File: src/common/mrsc_pkg.sv
// Shared constants, types and helpers of the Modbus RTU serial front end
`default_nettype none
package mrsc_pkg;
  localparam int          CLK_HZ         = 25_000_000;
  localparam int          BAUD_R0        = 9600;
  localparam int          BAUD_R1        = 19200;
  localparam int          BAUD_R2        = 38400;
  localparam int          BAUD_R3        = 57600;
  localparam int          FRAME_GAP_BITS = 39;
  localparam int          MIN_FRAME_LEN  = 4;
  localparam int          BUF_DEPTH      = 64;
  localparam logic [7:0]  ADDR_OFFLINE   = 8'h00;
  localparam logic [7:0]  STD_ADDR_MAX   = 8'hF7;
  localparam logic [15:0] CRC_INIT       = 16'hFFFF;
  localparam logic [15:0] CRC_POLY       = 16'hA001;
  localparam logic [15:0] CRC_GOOD       = 16'h0000;
  localparam logic [11:0] OFS_STATUS     = 12'h000;
  localparam logic [11:0] OFS_CTRL       = 12'h004;
  localparam logic [11:0] OFS_COUNT      = 12'h008;
  localparam logic [11:0] OFS_RX_BASE    = 12'h100;
  localparam logic [11:0] OFS_TX_BASE    = 12'h200;
  localparam logic [11:0] WIN_BYTES      = 12'h100;
  localparam int          CTRL_RELEASE   = 8;
  localparam int          CTRL_SEND      = 9;
  localparam int          ST_ONLINE      = 8;
  localparam int          ST_NONSTD      = 9;
  localparam int          ST_READY       = 10;
  localparam int          ST_TXBUSY      = 11;
  localparam int          ST_PARITY      = 12;
  localparam int          ST_RATE        = 13;
  localparam int          ST_LEN         = 16;
  localparam logic [7:0]  CTRL_RESET     = 8'h00;
  localparam logic [1:0]  RESP_OKAY      = 2'h0;
  localparam logic [1:0]  RESP_SLVERR    = 2'h2;

  typedef struct packed {
    logic [15:0] bit_cycles;
    logic        parity_en;
  } mrsc_cfg_s;

  typedef struct packed {
    logic       valid;
    logic       err;
    logic [7:0] data;
  } mrsc_byte_s;

  typedef enum logic [5:0] {
    REG_STATUS = 6'b000001,
    REG_CTRL   = 6'b000010,
    REG_COUNT  = 6'b000100,
    REG_RX     = 6'b001000,
    REG_TX     = 6'b010000,
    REG_NONE   = 6'b100000
  } mrsc_reg_e;

  function automatic mrsc_reg_e reg_decode(input logic [11:0] a);
    if (a[1:0] != 2'h0) return REG_NONE;
    if (a == OFS_STATUS) return REG_STATUS;
    if (a == OFS_CTRL) return REG_CTRL;
    if (a == OFS_COUNT) return REG_COUNT;
    if (a >= OFS_RX_BASE && a < OFS_RX_BASE + WIN_BYTES) return REG_RX;
    if (a >= OFS_TX_BASE && a < OFS_TX_BASE + WIN_BYTES) return REG_TX;
    return REG_NONE;
  endfunction

  function automatic logic [15:0] bit_cycles(input logic [1:0] sel);
    case (sel)
      2'h0:    return 16'(CLK_HZ / BAUD_R0);
      2'h1:    return 16'(CLK_HZ / BAUD_R1);
      2'h2:    return 16'(CLK_HZ / BAUD_R2);
      default: return 16'(CLK_HZ / BAUD_R3);
    endcase
  endfunction

  function automatic logic [15:0] crc16_step(input logic [15:0] c, input logic [7:0] d);
    logic [15:0] r;
    r = c ^ {8'h00, d};
    for (int i = 0; i < 8; i++)
      r = r[0] ? ((r >> 1) ^ CRC_POLY) : (r >> 1);
    return r;
  endfunction
endpackage
`default_nettype wire

File: src/rtl/mrsc_top.sv
// Modbus RTU slave front end with switch-set address, rate and parity
`timescale 1ns/1ps
`default_nettype none
module mrsc_top #(
  parameter int BUF_DEPTH = mrsc_pkg::BUF_DEPTH
) (
  input  wire logic        aclk,          // Clock, 25 MHz
  input  wire logic        aresetn,       // Sync reset, active low
  input  wire logic [11:0] s_axi_awaddr,  // Write address
  input  wire logic        s_axi_awvalid, // Write address valid
  output logic             s_axi_awready, // Write address ready
  input  wire logic [31:0] s_axi_wdata,   // Write data
  input  wire logic [3:0]  s_axi_wstrb,   // Write byte strobes
  input  wire logic        s_axi_wvalid,  // Write data valid
  output logic             s_axi_wready,  // Write data ready
  output logic [1:0]       s_axi_bresp,   // Write response
  output logic             s_axi_bvalid,  // Write response valid
  input  wire logic        s_axi_bready,  // Write response ready
  input  wire logic [11:0] s_axi_araddr,  // Read address
  input  wire logic        s_axi_arvalid, // Read address valid
  output logic             s_axi_arready, // Read address ready
  output logic [31:0]      s_axi_rdata,   // Read data
  output logic [1:0]       s_axi_rresp,   // Read response
  output logic             s_axi_rvalid,  // Read data valid
  input  wire logic        s_axi_rready,  // Read data ready
  input  wire logic [7:0]  addr_sw,       // Station address switches
  input  wire logic [1:0]  rate_sw,       // Bit rate switches
  input  wire logic        parity_sw,     // Even parity when high
  input  wire logic        rs485_rx,      // Line receive data
  output logic             rs485_tx,      // Line transmit data
  output logic             rs485_de       // Line driver enable
);
  localparam int AW = $clog2(BUF_DEPTH);

  typedef enum logic [2:0] {
    FR_RECV  = 3'b001,
    FR_HOLD  = 3'b010,
    FR_REPLY = 3'b100
  } mrsc_fr_e;

  mrsc_pkg::mrsc_cfg_s  cfg;
  mrsc_pkg::mrsc_byte_s rx_byte;
  mrsc_fr_e             state;
  logic [7:0]           station;
  logic                 online;
  logic                 nonstd;
  logic                 rx_busy;
  logic [7:0]           rx_mem [BUF_DEPTH];
  logic [7:0]           tx_mem [BUF_DEPTH];
  logic [AW:0]          rx_len;
  logic [AW:0]          frame_len;
  logic [7:0]           first_byte;
  logic [15:0]          rx_crc;
  logic                 rx_bad;
  logic [15:0]          gap_cyc;
  logic [5:0]           gap_bits;
  logic                 frame_end;
  logic                 frame_ok;
  logic [7:0]           tx_len;
  logic [AW:0]          tx_idx;
  logic [15:0]          tx_crc;
  logic [1:0]           crc_left;
  logic                 tx_valid;
  logic [7:0]           tx_data;
  logic                 tx_ready;
  logic [15:0]          cnt_good;
  logic [15:0]          cnt_drop;
  logic                 aw_hold;
  logic                 w_hold;
  logic [11:0]          aw_addr;
  logic [31:0]          w_data;
  logic [3:0]           w_strb;
  logic                 do_write;
  logic                 do_release;
  logic                 do_send;
  mrsc_pkg::mrsc_reg_e  wr_reg;
  mrsc_pkg::mrsc_reg_e  rd_reg;

  // Switch sampling into registered configuration
  always_ff @(posedge aclk)
  begin
    if (!aresetn)
    begin
      station <= mrsc_pkg::ADDR_OFFLINE;
      online  <= 1'b0;
      nonstd  <= 1'b0;
      cfg     <= '{bit_cycles: mrsc_pkg::bit_cycles(2'h0), parity_en: 1'b0};
    end
    else
    begin
      station       <= addr_sw;
      online        <= (addr_sw != mrsc_pkg::ADDR_OFFLINE);
      nonstd        <= (addr_sw > mrsc_pkg::STD_ADDR_MAX);
      cfg.bit_cycles <= mrsc_pkg::bit_cycles(rate_sw);
      cfg.parity_en <= parity_sw;
    end
  end

  mrsc_rx u_rx (
    .aclk    (aclk),
    .aresetn (aresetn),
    .cfg     (cfg),
    .rxd     (rs485_rx),
    .rx_byte (rx_byte),
    .busy    (rx_busy)
  );

  // Silence of 3.5 characters closes an RTU frame
  assign frame_end = (gap_cyc == cfg.bit_cycles - 16'h0001)
                   && (gap_bits == 6'(mrsc_pkg::FRAME_GAP_BITS - 1));

  always_ff @(posedge aclk)
  begin
    if (!aresetn)
    begin
      gap_cyc  <= 16'h0000;
      gap_bits <= 6'(mrsc_pkg::FRAME_GAP_BITS);
    end
    else if (rx_busy || !rs485_rx || rx_byte.valid)
    begin
      gap_cyc  <= 16'h0000;
      gap_bits <= 6'h00;
    end
    else if (gap_bits != 6'(mrsc_pkg::FRAME_GAP_BITS))
    begin
      if (gap_cyc == cfg.bit_cycles - 16'h0001)
      begin
        gap_cyc  <= 16'h0000;
        gap_bits <= gap_bits + 6'h01;
      end
      else
        gap_cyc <= gap_cyc + 16'h0001;
    end
  end

  assign frame_ok = !rx_bad && (rx_len >= (AW + 1)'(mrsc_pkg::MIN_FRAME_LEN))
                  && (rx_crc == mrsc_pkg::CRC_GOOD)
                  && online && (first_byte == station);

  // Frame collection, echo of own reply is ignored
  always_ff @(posedge aclk)
  begin
    if (!aresetn)
    begin
      rx_len     <= '0;
      rx_crc     <= mrsc_pkg::CRC_INIT;
      rx_bad     <= 1'b0;
      first_byte <= 8'h00;
    end
    else if (frame_end || state != FR_RECV)
    begin
      rx_len <= '0;
      rx_crc <= mrsc_pkg::CRC_INIT;
      rx_bad <= 1'b0;
    end
    else if (rx_byte.valid)
    begin
      if (rx_len != (AW + 1)'(BUF_DEPTH))
      begin
        rx_mem[rx_len[AW-1:0]] <= rx_byte.data;
        rx_len <= rx_len + (AW + 1)'(1);
      end
      if (rx_len == '0)
        first_byte <= rx_byte.data;
      rx_crc <= mrsc_pkg::crc16_step(rx_crc, rx_byte.data);
      rx_bad <= rx_bad | rx_byte.err | (rx_len == (AW + 1)'(BUF_DEPTH));
    end
  end

  // Frame handling: receive, hold for software, send reply
  always_ff @(posedge aclk)
  begin
    if (!aresetn)
    begin
      state     <= FR_RECV;
      frame_len <= '0;
      cnt_good  <= 16'h0000;
      cnt_drop  <= 16'h0000;
    end
    else
    begin
      case (state)
        FR_RECV:
          if (frame_end && rx_len != '0)
          begin
            if (frame_ok)
            begin
              state     <= FR_HOLD;
              frame_len <= rx_len;
              cnt_good  <= cnt_good + 16'h0001;
            end
            else
              cnt_drop <= cnt_drop + 16'h0001;
          end
        FR_HOLD:
          if (do_send && online)
            state <= FR_REPLY;
          else if (do_release || !online)
            state <= FR_RECV;
        FR_REPLY:
          if (!online || (crc_left == 2'h0 && tx_idx == (AW + 1)'(tx_len)
                          && tx_ready && !tx_valid))
            state <= FR_RECV;
        default: state <= FR_RECV;
      endcase
    end
  end

  // Reply feed: software bytes then CRC low, CRC high
  always_ff @(posedge aclk)
  begin
    if (!aresetn)
    begin
      tx_idx   <= '0;
      tx_crc   <= mrsc_pkg::CRC_INIT;
      crc_left <= 2'h0;
      tx_valid <= 1'b0;
      tx_data  <= 8'h00;
    end
    else if (state == FR_HOLD && do_send && online)
    begin
      tx_idx   <= '0;
      tx_crc   <= mrsc_pkg::CRC_INIT;
      crc_left <= 2'h2;
    end
    else if (state == FR_REPLY && online)
    begin
      if (tx_valid)
        tx_valid <= !tx_ready;
      else if (tx_ready && tx_idx != (AW + 1)'(tx_len))
      begin
        tx_data  <= tx_mem[tx_idx[AW-1:0]];
        tx_crc   <= mrsc_pkg::crc16_step(tx_crc, tx_mem[tx_idx[AW-1:0]]);
        tx_idx   <= tx_idx + (AW + 1)'(1);
        tx_valid <= 1'b1;
      end
      else if (tx_ready && crc_left != 2'h0)
      begin
        tx_data  <= (crc_left == 2'h2) ? tx_crc[7:0] : tx_crc[15:8];
        crc_left <= crc_left - 2'h1;
        tx_valid <= 1'b1;
      end
    end
    else
      tx_valid <= 1'b0;
  end

  mrsc_tx u_tx (
    .aclk    (aclk),
    .aresetn (aresetn),
    .cfg     (cfg),
    .valid   (tx_valid && online),
    .data    (tx_data),
    .ready   (tx_ready),
    .txd     (rs485_tx),
    .de      (rs485_de)
  );

  // AXI4-Lite write channel
  assign s_axi_awready = !aw_hold && !s_axi_bvalid;
  assign s_axi_wready  = !w_hold && !s_axi_bvalid;
  assign do_write      = aw_hold && w_hold && !s_axi_bvalid;
  assign wr_reg        = mrsc_pkg::reg_decode(aw_addr);
  assign do_release    = do_write && wr_reg == mrsc_pkg::REG_CTRL && w_strb[1]
                       && w_data[mrsc_pkg::CTRL_RELEASE];
  assign do_send       = do_write && wr_reg == mrsc_pkg::REG_CTRL && w_strb[1]
                       && w_data[mrsc_pkg::CTRL_SEND];

  always_ff @(posedge aclk)
  begin
    if (!aresetn)
    begin
      aw_hold      <= 1'b0;
      w_hold       <= 1'b0;
      aw_addr      <= 12'h000;
      w_data       <= 32'h0000_0000;
      w_strb       <= 4'h0;
      s_axi_bvalid <= 1'b0;
      s_axi_bresp  <= mrsc_pkg::RESP_OKAY;
    end
    else
    begin
      if (s_axi_awvalid && s_axi_awready)
      begin
        aw_hold <= 1'b1;
        aw_addr <= s_axi_awaddr;
      end
      if (s_axi_wvalid && s_axi_wready)
      begin
        w_hold <= 1'b1;
        w_data <= s_axi_wdata;
        w_strb <= s_axi_wstrb;
      end
      if (do_write)
      begin
        aw_hold      <= 1'b0;
        w_hold       <= 1'b0;
        s_axi_bvalid <= 1'b1;
        s_axi_bresp  <= (wr_reg == mrsc_pkg::REG_CTRL || wr_reg == mrsc_pkg::REG_TX)
                      ? mrsc_pkg::RESP_OKAY : mrsc_pkg::RESP_SLVERR;
      end
      else if (s_axi_bready)
        s_axi_bvalid <= 1'b0;
    end
  end

  always_ff @(posedge aclk)
  begin
    if (!aresetn)
      tx_len <= mrsc_pkg::CTRL_RESET;
    else if (do_write && wr_reg == mrsc_pkg::REG_CTRL && w_strb[0] && state != FR_REPLY)
      tx_len <= (w_data[7:0] > 8'(BUF_DEPTH)) ? 8'(BUF_DEPTH) : w_data[7:0];
  end

  always_ff @(posedge aclk)
  begin
    if (do_write && wr_reg == mrsc_pkg::REG_TX && w_strb[0] && state != FR_REPLY)
      tx_mem[aw_addr[AW+1:2]] <= w_data[7:0];
  end

  // AXI4-Lite read channel
  assign s_axi_arready = !s_axi_rvalid;
  assign rd_reg        = mrsc_pkg::reg_decode(s_axi_araddr);

  always_ff @(posedge aclk)
  begin
    if (!aresetn)
    begin
      s_axi_rvalid <= 1'b0;
      s_axi_rdata  <= 32'h0000_0000;
      s_axi_rresp  <= mrsc_pkg::RESP_OKAY;
    end
    else if (s_axi_arvalid && s_axi_arready)
    begin
      s_axi_rvalid <= 1'b1;
      s_axi_rresp  <= mrsc_pkg::RESP_OKAY;
      s_axi_rdata  <= 32'h0000_0000;
      case (rd_reg)
        mrsc_pkg::REG_STATUS:
        begin
          s_axi_rdata[7:0]                   <= station;
          s_axi_rdata[mrsc_pkg::ST_ONLINE]   <= online;
          s_axi_rdata[mrsc_pkg::ST_NONSTD]   <= nonstd;
          s_axi_rdata[mrsc_pkg::ST_READY]    <= (state == FR_HOLD);
          s_axi_rdata[mrsc_pkg::ST_TXBUSY]   <= (state == FR_REPLY);
          s_axi_rdata[mrsc_pkg::ST_PARITY]   <= cfg.parity_en;
          s_axi_rdata[mrsc_pkg::ST_RATE +: 2] <= rate_sw;
          s_axi_rdata[mrsc_pkg::ST_LEN +: 8] <= 8'(frame_len);
        end
        mrsc_pkg::REG_CTRL:  s_axi_rdata[7:0] <= tx_len;
        mrsc_pkg::REG_COUNT: s_axi_rdata <= {cnt_drop, cnt_good};
        mrsc_pkg::REG_RX:    s_axi_rdata[7:0] <= rx_mem[s_axi_araddr[AW+1:2]];
        mrsc_pkg::REG_TX:    s_axi_rdata[7:0] <= tx_mem[s_axi_araddr[AW+1:2]];
        default:             s_axi_rresp <= mrsc_pkg::RESP_SLVERR;
      endcase
    end
    else if (s_axi_rready)
      s_axi_rvalid <= 1'b0;
  end
endmodule
`default_nettype wire

File: src/rtl/mrsc_rx.sv
// Serial character receiver, 8 data bits, optional even parity
`timescale 1ns/1ps
`default_nettype none
module mrsc_rx (
  input  wire logic                aclk,    // Clock
  input  wire logic                aresetn, // Sync reset, active low
  input  wire mrsc_pkg::mrsc_cfg_s cfg,     // Bit period and parity
  input  wire logic                rxd,     // Line receive data
  output var  mrsc_pkg::mrsc_byte_s rx_byte, // Received character
  output logic                     busy     // Character in progress
);
  typedef enum logic [4:0] {
    RX_IDLE  = 5'b00001,
    RX_START = 5'b00010,
    RX_DATA  = 5'b00100,
    RX_PAR   = 5'b01000,
    RX_STOP  = 5'b10000
  } mrsc_rx_e;

  mrsc_rx_e    state;
  logic [15:0] cnt;
  logic [2:0]  bitn;
  logic [7:0]  shreg;
  logic        perr;

  assign busy = (state != RX_IDLE);

  always_ff @(posedge aclk)
  begin
    if (!aresetn)
    begin
      state   <= RX_IDLE;
      cnt     <= 16'h0000;
      bitn    <= 3'h0;
      shreg   <= 8'h00;
      perr    <= 1'b0;
      rx_byte <= '0;
    end
    else
    begin
      rx_byte.valid <= 1'b0;
      if (state != RX_IDLE && cnt != 16'h0000)
        cnt <= cnt - 16'h0001;
      else
      begin
        case (state)
          RX_IDLE:
            if (!rxd)
            begin
              state <= RX_START;
              cnt   <= cfg.bit_cycles >> 1;
              perr  <= 1'b0;
            end
          RX_START:
          begin
            state <= rxd ? RX_IDLE : RX_DATA;
            cnt   <= cfg.bit_cycles - 16'h0001;
            bitn  <= 3'h0;
          end
          RX_DATA:
          begin
            shreg <= {rxd, shreg[7:1]};
            bitn  <= bitn + 3'h1;
            cnt   <= cfg.bit_cycles - 16'h0001;
            if (bitn == 3'h7)
              state <= cfg.parity_en ? RX_PAR : RX_STOP;
          end
          RX_PAR:
          begin
            perr  <= rxd ^ (^shreg);
            cnt   <= cfg.bit_cycles - 16'h0001;
            state <= RX_STOP;
          end
          RX_STOP:
          begin
            // One stop bit checked; a second is plain idle line
            rx_byte.valid <= 1'b1;
            rx_byte.err   <= perr | ~rxd;
            rx_byte.data  <= shreg;
            state         <= RX_IDLE;
          end
          default: state <= RX_IDLE;
        endcase
      end
    end
  end
endmodule
`default_nettype wire

File: src/rtl/mrsc_tx.sv
// Serial character transmitter, always eleven bit times per character
`timescale 1ns/1ps
`default_nettype none
module mrsc_tx (
  input  wire logic                aclk,    // Clock
  input  wire logic                aresetn, // Sync reset, active low
  input  wire mrsc_pkg::mrsc_cfg_s cfg,     // Bit period and parity
  input  wire logic                valid,   // Character offered
  input  wire logic [7:0]          data,    // Character to send
  output logic                     ready,   // Takes a character
  output logic                     txd,     // Line transmit data
  output logic                     de       // Line driver enable
);
  typedef enum logic [1:0] {
    TX_IDLE = 2'b01,
    TX_SEND = 2'b10
  } mrsc_tx_e;

  mrsc_tx_e    state;
  logic [15:0] cnt;
  logic [3:0]  left;
  logic [10:0] sh;

  assign ready = (state == TX_IDLE);

  always_ff @(posedge aclk)
  begin
    if (!aresetn)
    begin
      state <= TX_IDLE;
      cnt   <= 16'h0000;
      left  <= 4'h0;
      sh    <= 11'h7FF;
      txd   <= 1'b1;
      de    <= 1'b0;
    end
    else
    begin
      case (state)
        TX_IDLE:
          if (valid)
          begin
            // Even parity with one stop, or no parity with two stops
            sh    <= cfg.parity_en ? {1'b1, ^data, data, 1'b0} : {2'b11, data, 1'b0};
            txd   <= 1'b0;
            de    <= 1'b1;
            cnt   <= cfg.bit_cycles - 16'h0001;
            left  <= 4'hA;
            state <= TX_SEND;
          end
        TX_SEND:
          if (cnt != 16'h0000)
            cnt <= cnt - 16'h0001;
          else if (left == 4'h0)
          begin
            de    <= 1'b0;
            txd   <= 1'b1;
            state <= TX_IDLE;
          end
          else
          begin
            sh   <= {1'b1, sh[10:1]};
            txd  <= sh[1];
            left <= left - 4'h1;
            cnt  <= cfg.bit_cycles - 16'h0001;
          end
        default: state <= TX_IDLE;
      endcase
    end
  end
endmodule
`default_nettype wire

File: config.mk
export PLATFORM = sky130hd
export DESIGN_NAME = mrsc_top
export DESIGN_NICKNAME = d
export VERILOG_FILES = /design/src/common/mrsc_pkg.sv /design/src/rtl/mrsc_top.sv /design/src/rtl/mrsc_rx.sv /design/src/rtl/mrsc_tx.sv
export SDC_FILE = /design/constraint.sdc
export NUM_CORES = 2
export LEC_CHECK = 0
export BUFFER_PORTS_ARGS = -buffer_cell sky130_fd_sc_hd__buf_2
export CORE_MARGIN = 10
export CORE_UTILIZATION = 30
export DETAILED_ROUTE_END_ITERATION = 8
export PLACE_DENSITY_LB_ADDON = 0.05
export SETUP_SLACK_MARGIN = 0.1
export SLEW_MARGIN = 30
export SYNTH_ARGS = -nofsm -noshare
export SYNTH_HDL_FRONTEND = slang
export SYNTH_HIERARCHICAL = 1
export SYNTH_SLANG_ARGS = --single-unit
export TNS_END_PERCENT = 50
File: constraint.sdc
create_clock -name aclk -period 12.9 [get_ports aclk]
set_clock_uncertainty 0.2 [all_clocks]
set_input_delay 2.58 -clock aclk [delete_from_list [all_inputs] [get_ports aclk]]
set_output_delay 2.58 -clock aclk [all_outputs]
set_load 0.01 [all_outputs]
After elaboration in Yosys (flattened, before gate mapping)
Memory sizes are Yosys's and may differ from the RTL's. A register that Yosys moved wholly into a read port is not among the register bits. Index checks and enable logic that the tools add are counted.

Memory bits (read-only): 0. Memories kept: 2. Bits in writable memories: 1024. Register bits after elaboration: 307. Bits in latches: 0.

Memories: rx_mem (depth 64, width 8, rd ports 1, clocked after Yosys merged registers in 0, wr ports 1, RTL line mrsc_top.sv:48) `logic [7:0] rx_mem [BUF_DEPTH];`; tx_mem (depth 64, width 8, rd ports 2, clocked after Yosys merged registers in 1, wr ports 1, RTL line mrsc_top.sv:49) `logic [7:0] tx_mem [BUF_DEPTH];`.

Equal/unequal tests: 50. Bitwise operators: 30. Divide/modulo/power cells: 0. Add/sub/neg operators: 12. Reductions and logical operators: 108. Shift-type cells: 0. Multiply operators: 0. Muxes and demuxes: 165. $lt $le $gt $ge: 11.

Operators with widths (count): $mux W16 (22); $mux W6 (31); $mux W1 (65); $pmux W16 S2 (2); $add A16 B1 Y16 const B (3); $lt A12 B10 Y1 const B (4); $not A2 Y3 (16); $sub A16 B1 Y16 const B (3); $mux W8 (5); $pmux W8 S5 (1); $logic_and A1 B1 Y1 (37); $pmux W12 S3 (1); $mux W11 (3); $reduce_bool A16 Y1 (2); $xor A16 B8 Y16 (2); $reduce_and A3 Y1 (9); $reduce_bool A2 Y1 (13); $eq A12 B3 Y1 const B (2); $eq A12 B4 Y1 const B (2); $ge A12 B10 Y1 const B (2); $ge A12 B9 Y1 const B (2); $logic_not A12 Y1 (2); $reduce_and A4 Y1 (6); $pmux W11 S2 (1); other kinds (67) (140).

Longest topological paths before layout
Word-level depth: 31. Mapped depth: 14.

Cells and area by module
The synthesis kept the hierarchy.

Modules (own cells, without submodules): mrsc_top (area an instance 53816.6 um2, cells an instance 3147, seq. area each 35273.8 um2, instances 1); mrsc_rx (area an instance 2678.8 um2, cells an instance 334, seq. area each 860.8 um2, instances 1); mrsc_tx (area an instance 2225.9 um2, cells an instance 276, seq. area each 660.6 um2, instances 1).

Least setup slack after synthesis
Ideal clock, no wire load.

Path type: input to register. Start: input s_axi_araddr[2]. End: register s_axi_rdata[5]. Arrival: 5.540 ns. Setup slack: 7.030 ns. Stages on the path: 8. Buffers on the path: 3. Cell sequence: clkbuf_1 -> clkbuf_1 -> buf_1 -> mux4_2 -> mux4_2 -> mux4_2 -> a22oi_1 -> a31oi_1.

Cells in the longest elaborated chain, start to end: 16.

RTL lines: from (decl) (RTL line mrsc_top.sv:19) `input wire logic [11:0] s_axi_araddr,`; $ge A12 B10 Y1 or $lt A12 B10 Y1 (tied branches) (RTL line mrsc_pkg.sv:62) `if (a >= OFS_TX_BASE && a < OFS_TX_BASE + WIN_BYTES) return REG_TX;`; $logic_and A1 B1 Y1 (RTL line mrsc_pkg.sv:62); $mux W1 (2 in a row) (RTL line mrsc_pkg.sv:62); $mux W1 (RTL line mrsc_pkg.sv:61) `if (a >= OFS_RX_BASE && a < OFS_RX_BASE + WIN_BYTES) return REG_RX;`; $mux W1 (RTL line mrsc_pkg.sv:60) `if (a == OFS_COUNT) return REG_COUNT;`; $mux W1 (RTL line mrsc_pkg.sv:59) `if (a == OFS_CTRL) return REG_CTRL;`; $mux W1 (RTL line mrsc_pkg.sv:58) `if (a == OFS_STATUS) return REG_STATUS;`; $mux W6 (RTL line mrsc_pkg.sv:63) `return REG_NONE;`; $mux W6 (RTL line mrsc_pkg.sv:62); $mux W6 (RTL line mrsc_pkg.sv:61); $mux W6 (RTL line mrsc_pkg.sv:60); $mux W6 (RTL line mrsc_pkg.sv:59); $mux W6 (RTL line mrsc_pkg.sv:58); $eq A6 B5 Y1, or another cell as far along (RTL line mrsc_top.sv:338) `case (rd_reg)`; $pmux W8 S5 * (RTL line mrsc_top.sv:338); to (signal assigned) (RTL line mrsc_top.sv:341) `s_axi_rdata[7:0] <= station;`; to (signal, indexed assignment) (RTL line mrsc_top.sv:342) `s_axi_rdata[mrsc_pkg::ST_ONLINE] <= online;`; to (signal, indexed assignment) (RTL line mrsc_top.sv:343) `s_axi_rdata[mrsc_pkg::ST_NONSTD] <= nonstd;`; to (decl) (RTL line mrsc_top.sv:22) `output logic [31:0] s_axi_rdata,`.

Every way passes the cells marked *; elsewhere a longest branch is shown, timed or not. The select of a mux whose other input is x is not followed. A chain may end at the register's enable or synchronous reset.

Worst setup path in the final report
Start: input s_axi_araddr[3]. End: register s_axi_rdata[0].

The elaborated chain is that of the path after synthesis.

==> impl_results.md <==
* Clock buffer count from CTS at 156
* Port bufs at 95
* R2R depth at 12
* RSZ-0062 raised after global routing: no
* Sum Neg Setup Slack at 0 ns
* Post-CTS Setup Bufs at 0
* Pwr dens at 143.3 nW/µm²
* CTS Buffer Depth at 3
* Status: complete, no violations
* CP Class: in2reg
* FILL cells at 18650
* Die footprint at 213800 µm²
* First-pass GRT wire length at 266.4 mm
* Cells after DPL at 6387
* DR pass1 iterations at 5
* Std cell rows at 162
* DR WL/cell at 27.84 µm
* Fin. max-slew vios at 0
* Max_cap viols at 0
* WHS Endpoint: s_axi_rdata[23]
* Post-synth cell types at 95
* Vias/cell at 5.133
* Antenna violations before repair at 10
* Worst-margin pin slew at 0.9569 ns
* Tcrit/Tclk final at 0.4920
* Post-synth EDFFs at 1024
* Detailed Route WL at 185.8 mm
* Int Pwr at 7.399 mW
* H-tree depth at 4
* CP required at 13.37 ns
* Mean Syn Cell Area at 15.63 µm²
* Startpoint types: input port
* Ys async rst share at 0
* Largest net degree at the start of global routing at 84
* Worst hold stages at 2
* Sw Pwr at 2.281 mW
* CP Max Fanout at 69
* Clock power share at 0.449
* Sw Share at 0.2356
* Seq/Total Area, Yosys at 0.6266
* RePlAce Congestion at 0.7698
* Post-Layout Cell Count at 6675
* Final setup viols at 0
* Vias in the first global route at 34830
* Chip height at 462.4 µm
* Top Ports at 122
* Syn. warnings at 6
* HP Class: reg2reg
* Worst slew margin at 0.3620
* Synth Cell Area at 58720 µm²
* Post-cts sizing count at 0
* Vias at 34270
* Min Hold Slack at 0.2463 ns
* Combinational power share at 0.069
* Total power draw at 9.680 mW
* Worst EP arrival at 6.81 ns
* Core Area at 194800 µm²
* Final ANT Viol Nets at 0
* Maximum VDD drop at 0.0001329 V
* Final #Nets at 4026
* Hold Vio Cnt, Final at 0
* Hold path start: s_axi_rdata[23]
* # clock sinks at 1326
* CTS tree: yes
* R2R Path End: tx_crc[0]
* Seq pwr share at 0.482
* Die span in x at 462.4 µm
* Total grt overflow at 0
* Global Route Usage Sum at 0.1694
* DRT iter0 DRCs at 2556
* Hpwl dp at 121.2 mm
* Worst setup EP type: flip-flop
* Mapped Cells at 3757
* Drt drc at 0
* Reg2reg setup slack at 7.19 ns
* P_leak at 21.49 nW
* Fmax at 0.1576 GHz
* Initial Util at 0.3015
* CTS clk-pin slew, worst paths at 0.06 ns
* #FFs+latches synth at 1326
* Fin util at 0.3469
* Post-synth top flop: edfxtp_1
* Worst skew pair latency at 0.78 ns
* Root Buffer: clkbuf_16
* Area delta synth->final at 15.07%
* Hold bufs inserted after CTS at 0
* Post-layout min period at 6.347 ns
* Layout cells sized above 1 at 0.2513
area by class of cell:
type / instances / area, µm² / area share
Sequential cell: 1326 / 36830 / 0.5450
Multi-Input combinational cell: 2198 / 21040 / 0.3113
Clock buffer: 203 / 4247 / 0.06284
Tap cell: 2624 / 3283 / 0.04859
Timing Repair Buffer: 196 / 1287 / 0.01905
Clock inverter: 81 / 715.7 / 0.01059
Inverter: 43 / 165.2 / 0.002444
Antenna cell: 4 / 10.01 / 0.0001481
worst max-delay path by stage:
stage / end / startpoint / slack, ns
final: s_axi_rdata[0] / s_axi_araddr[3] / 6.55
after global routing: s_axi_rdata[0] / s_axi_araddr[2] / 6.31
after CTS: s_axi_rdata[0] / s_axi_araddr[2] / 6.53
after detailed placement: s_axi_rdata[0] / s_axi_araddr[2] / 5.63
after global placement: s_axi_rdata[0] / s_axi_araddr[2] / 5.63
after floorplan: s_axi_rdata[5] / s_axi_araddr[2] / 7.03
power groups by stage:
| stage | sequential (mW) | combinational, mW | clock (mW) |
|---|---|---|---|
| 2_1_floorplan | 4.75 | 0.445 | 0 |
| 3_3_place_gp | 4.76 | 0.680 | 0 |
| 3_5_place_dp | 4.75 | 0.679 | 0 |
| 4_1_cts | 4.67 | 0.681 | 4.49 |
| 5_1_grt | 4.67 | 0.732 | 4.65 |
| 6_report | 4.67 | 0.667 | 4.35 |
placed cells by master (no fill, tap or decap), drive strengths merged, types with 96 or more instances in the layout:
cell    netlist  final
o21ai        96     96
a21oi       124    124
nor2        348    348
clkbuf      136    203
mux4        466    466
dfxtp       302    302
edfxtp     1024   1024
nand2       282    282
buf          87    196
xnor2        96     96
synthesized netlist by cell type, drive strengths merged, types with 29 or more instances:
cell / n / area (µm²)
o21ai: 96 / 503.0
nand3: 94 / 470.5
nand2: 282 / 1066
clkbuf: 136 / 510.5
nor4: 30 / 217.7
and2: 30 / 190.2
a21oi: 124 / 624.4
xnor2: 96 / 840.8
nor2: 348 / 1314
inv: 41 / 153.9
mux4: 466 / 10500
dfxtp: 302 / 6046
buf: 87 / 465.5
and3: 29 / 181.4
mux2i: 93 / 930.9
nor3: 36 / 211.5
xor2: 70 / 613.1
edfxtp: 1024 / 30750
per-stage QoR:
stage	setup slack (ns)	instance area, µm²
4_1_cts	6.528	67530
3_3_place_gp	5.630	62480
6_report	6.553	67570
5_1_grt	6.309	67560
2_1_floorplan	7.030	58850
3_5_place_dp	5.630	62570
routing by layer:
layer / up-vias / track usage / routed length [µm] / share of wire
li1: 15120 / - / - / -
met1: 18090 / 0.2436 / 86860 / 0.47
met2: 849 / 0.2663 / 86230 / 0.46
met3: 203 / 0.02918 / 9083 / 0.049
met4: 0 / 0.03965 / 3628 / 0.020
met5: - / 0 / 0 / 0
registers in the layout, summed over array words and instances (netlist names), 9 cells and up, named ones only:
name / count
cnt_good: 16
tx_mem: 512
gap_cyc: 16
cfg: 10
w_data: 10
u_tx/cnt: 16
u_tx/sh: 9
u_rx/rx_byte: 10
u_rx/cnt: 16
s_axi_rdata: 32
tx_crc: 16
cnt_drop: 16
rx_mem: 512
aw_addr: 12
rx_crc: 16
logic make-up after synthesis:
kind of cell / count (synthesis) / share of synthesized area
compound gates: 381 / 0.04146
xor+xnor: 169 / 0.02595
fa+ha+maj: 26 / 0.005540
buf+inv: 266 / 0.01937
flops: 1326 / 0.6266
mux: 585 / 0.1996
other cells: 1 / 0.00006386
simple gates: 1003 / 0.08144
critical path, cell delays in order:
cell and delay [ns]:
buf_8 0.48, buf_4 0.79, buf_4 0.61, mux4_2 0.40, mux4_2 0.55, mux4_2 0.55
a22oi_1 0.48, a31oi_1 0.14
(Power assumes the default switching activity.)
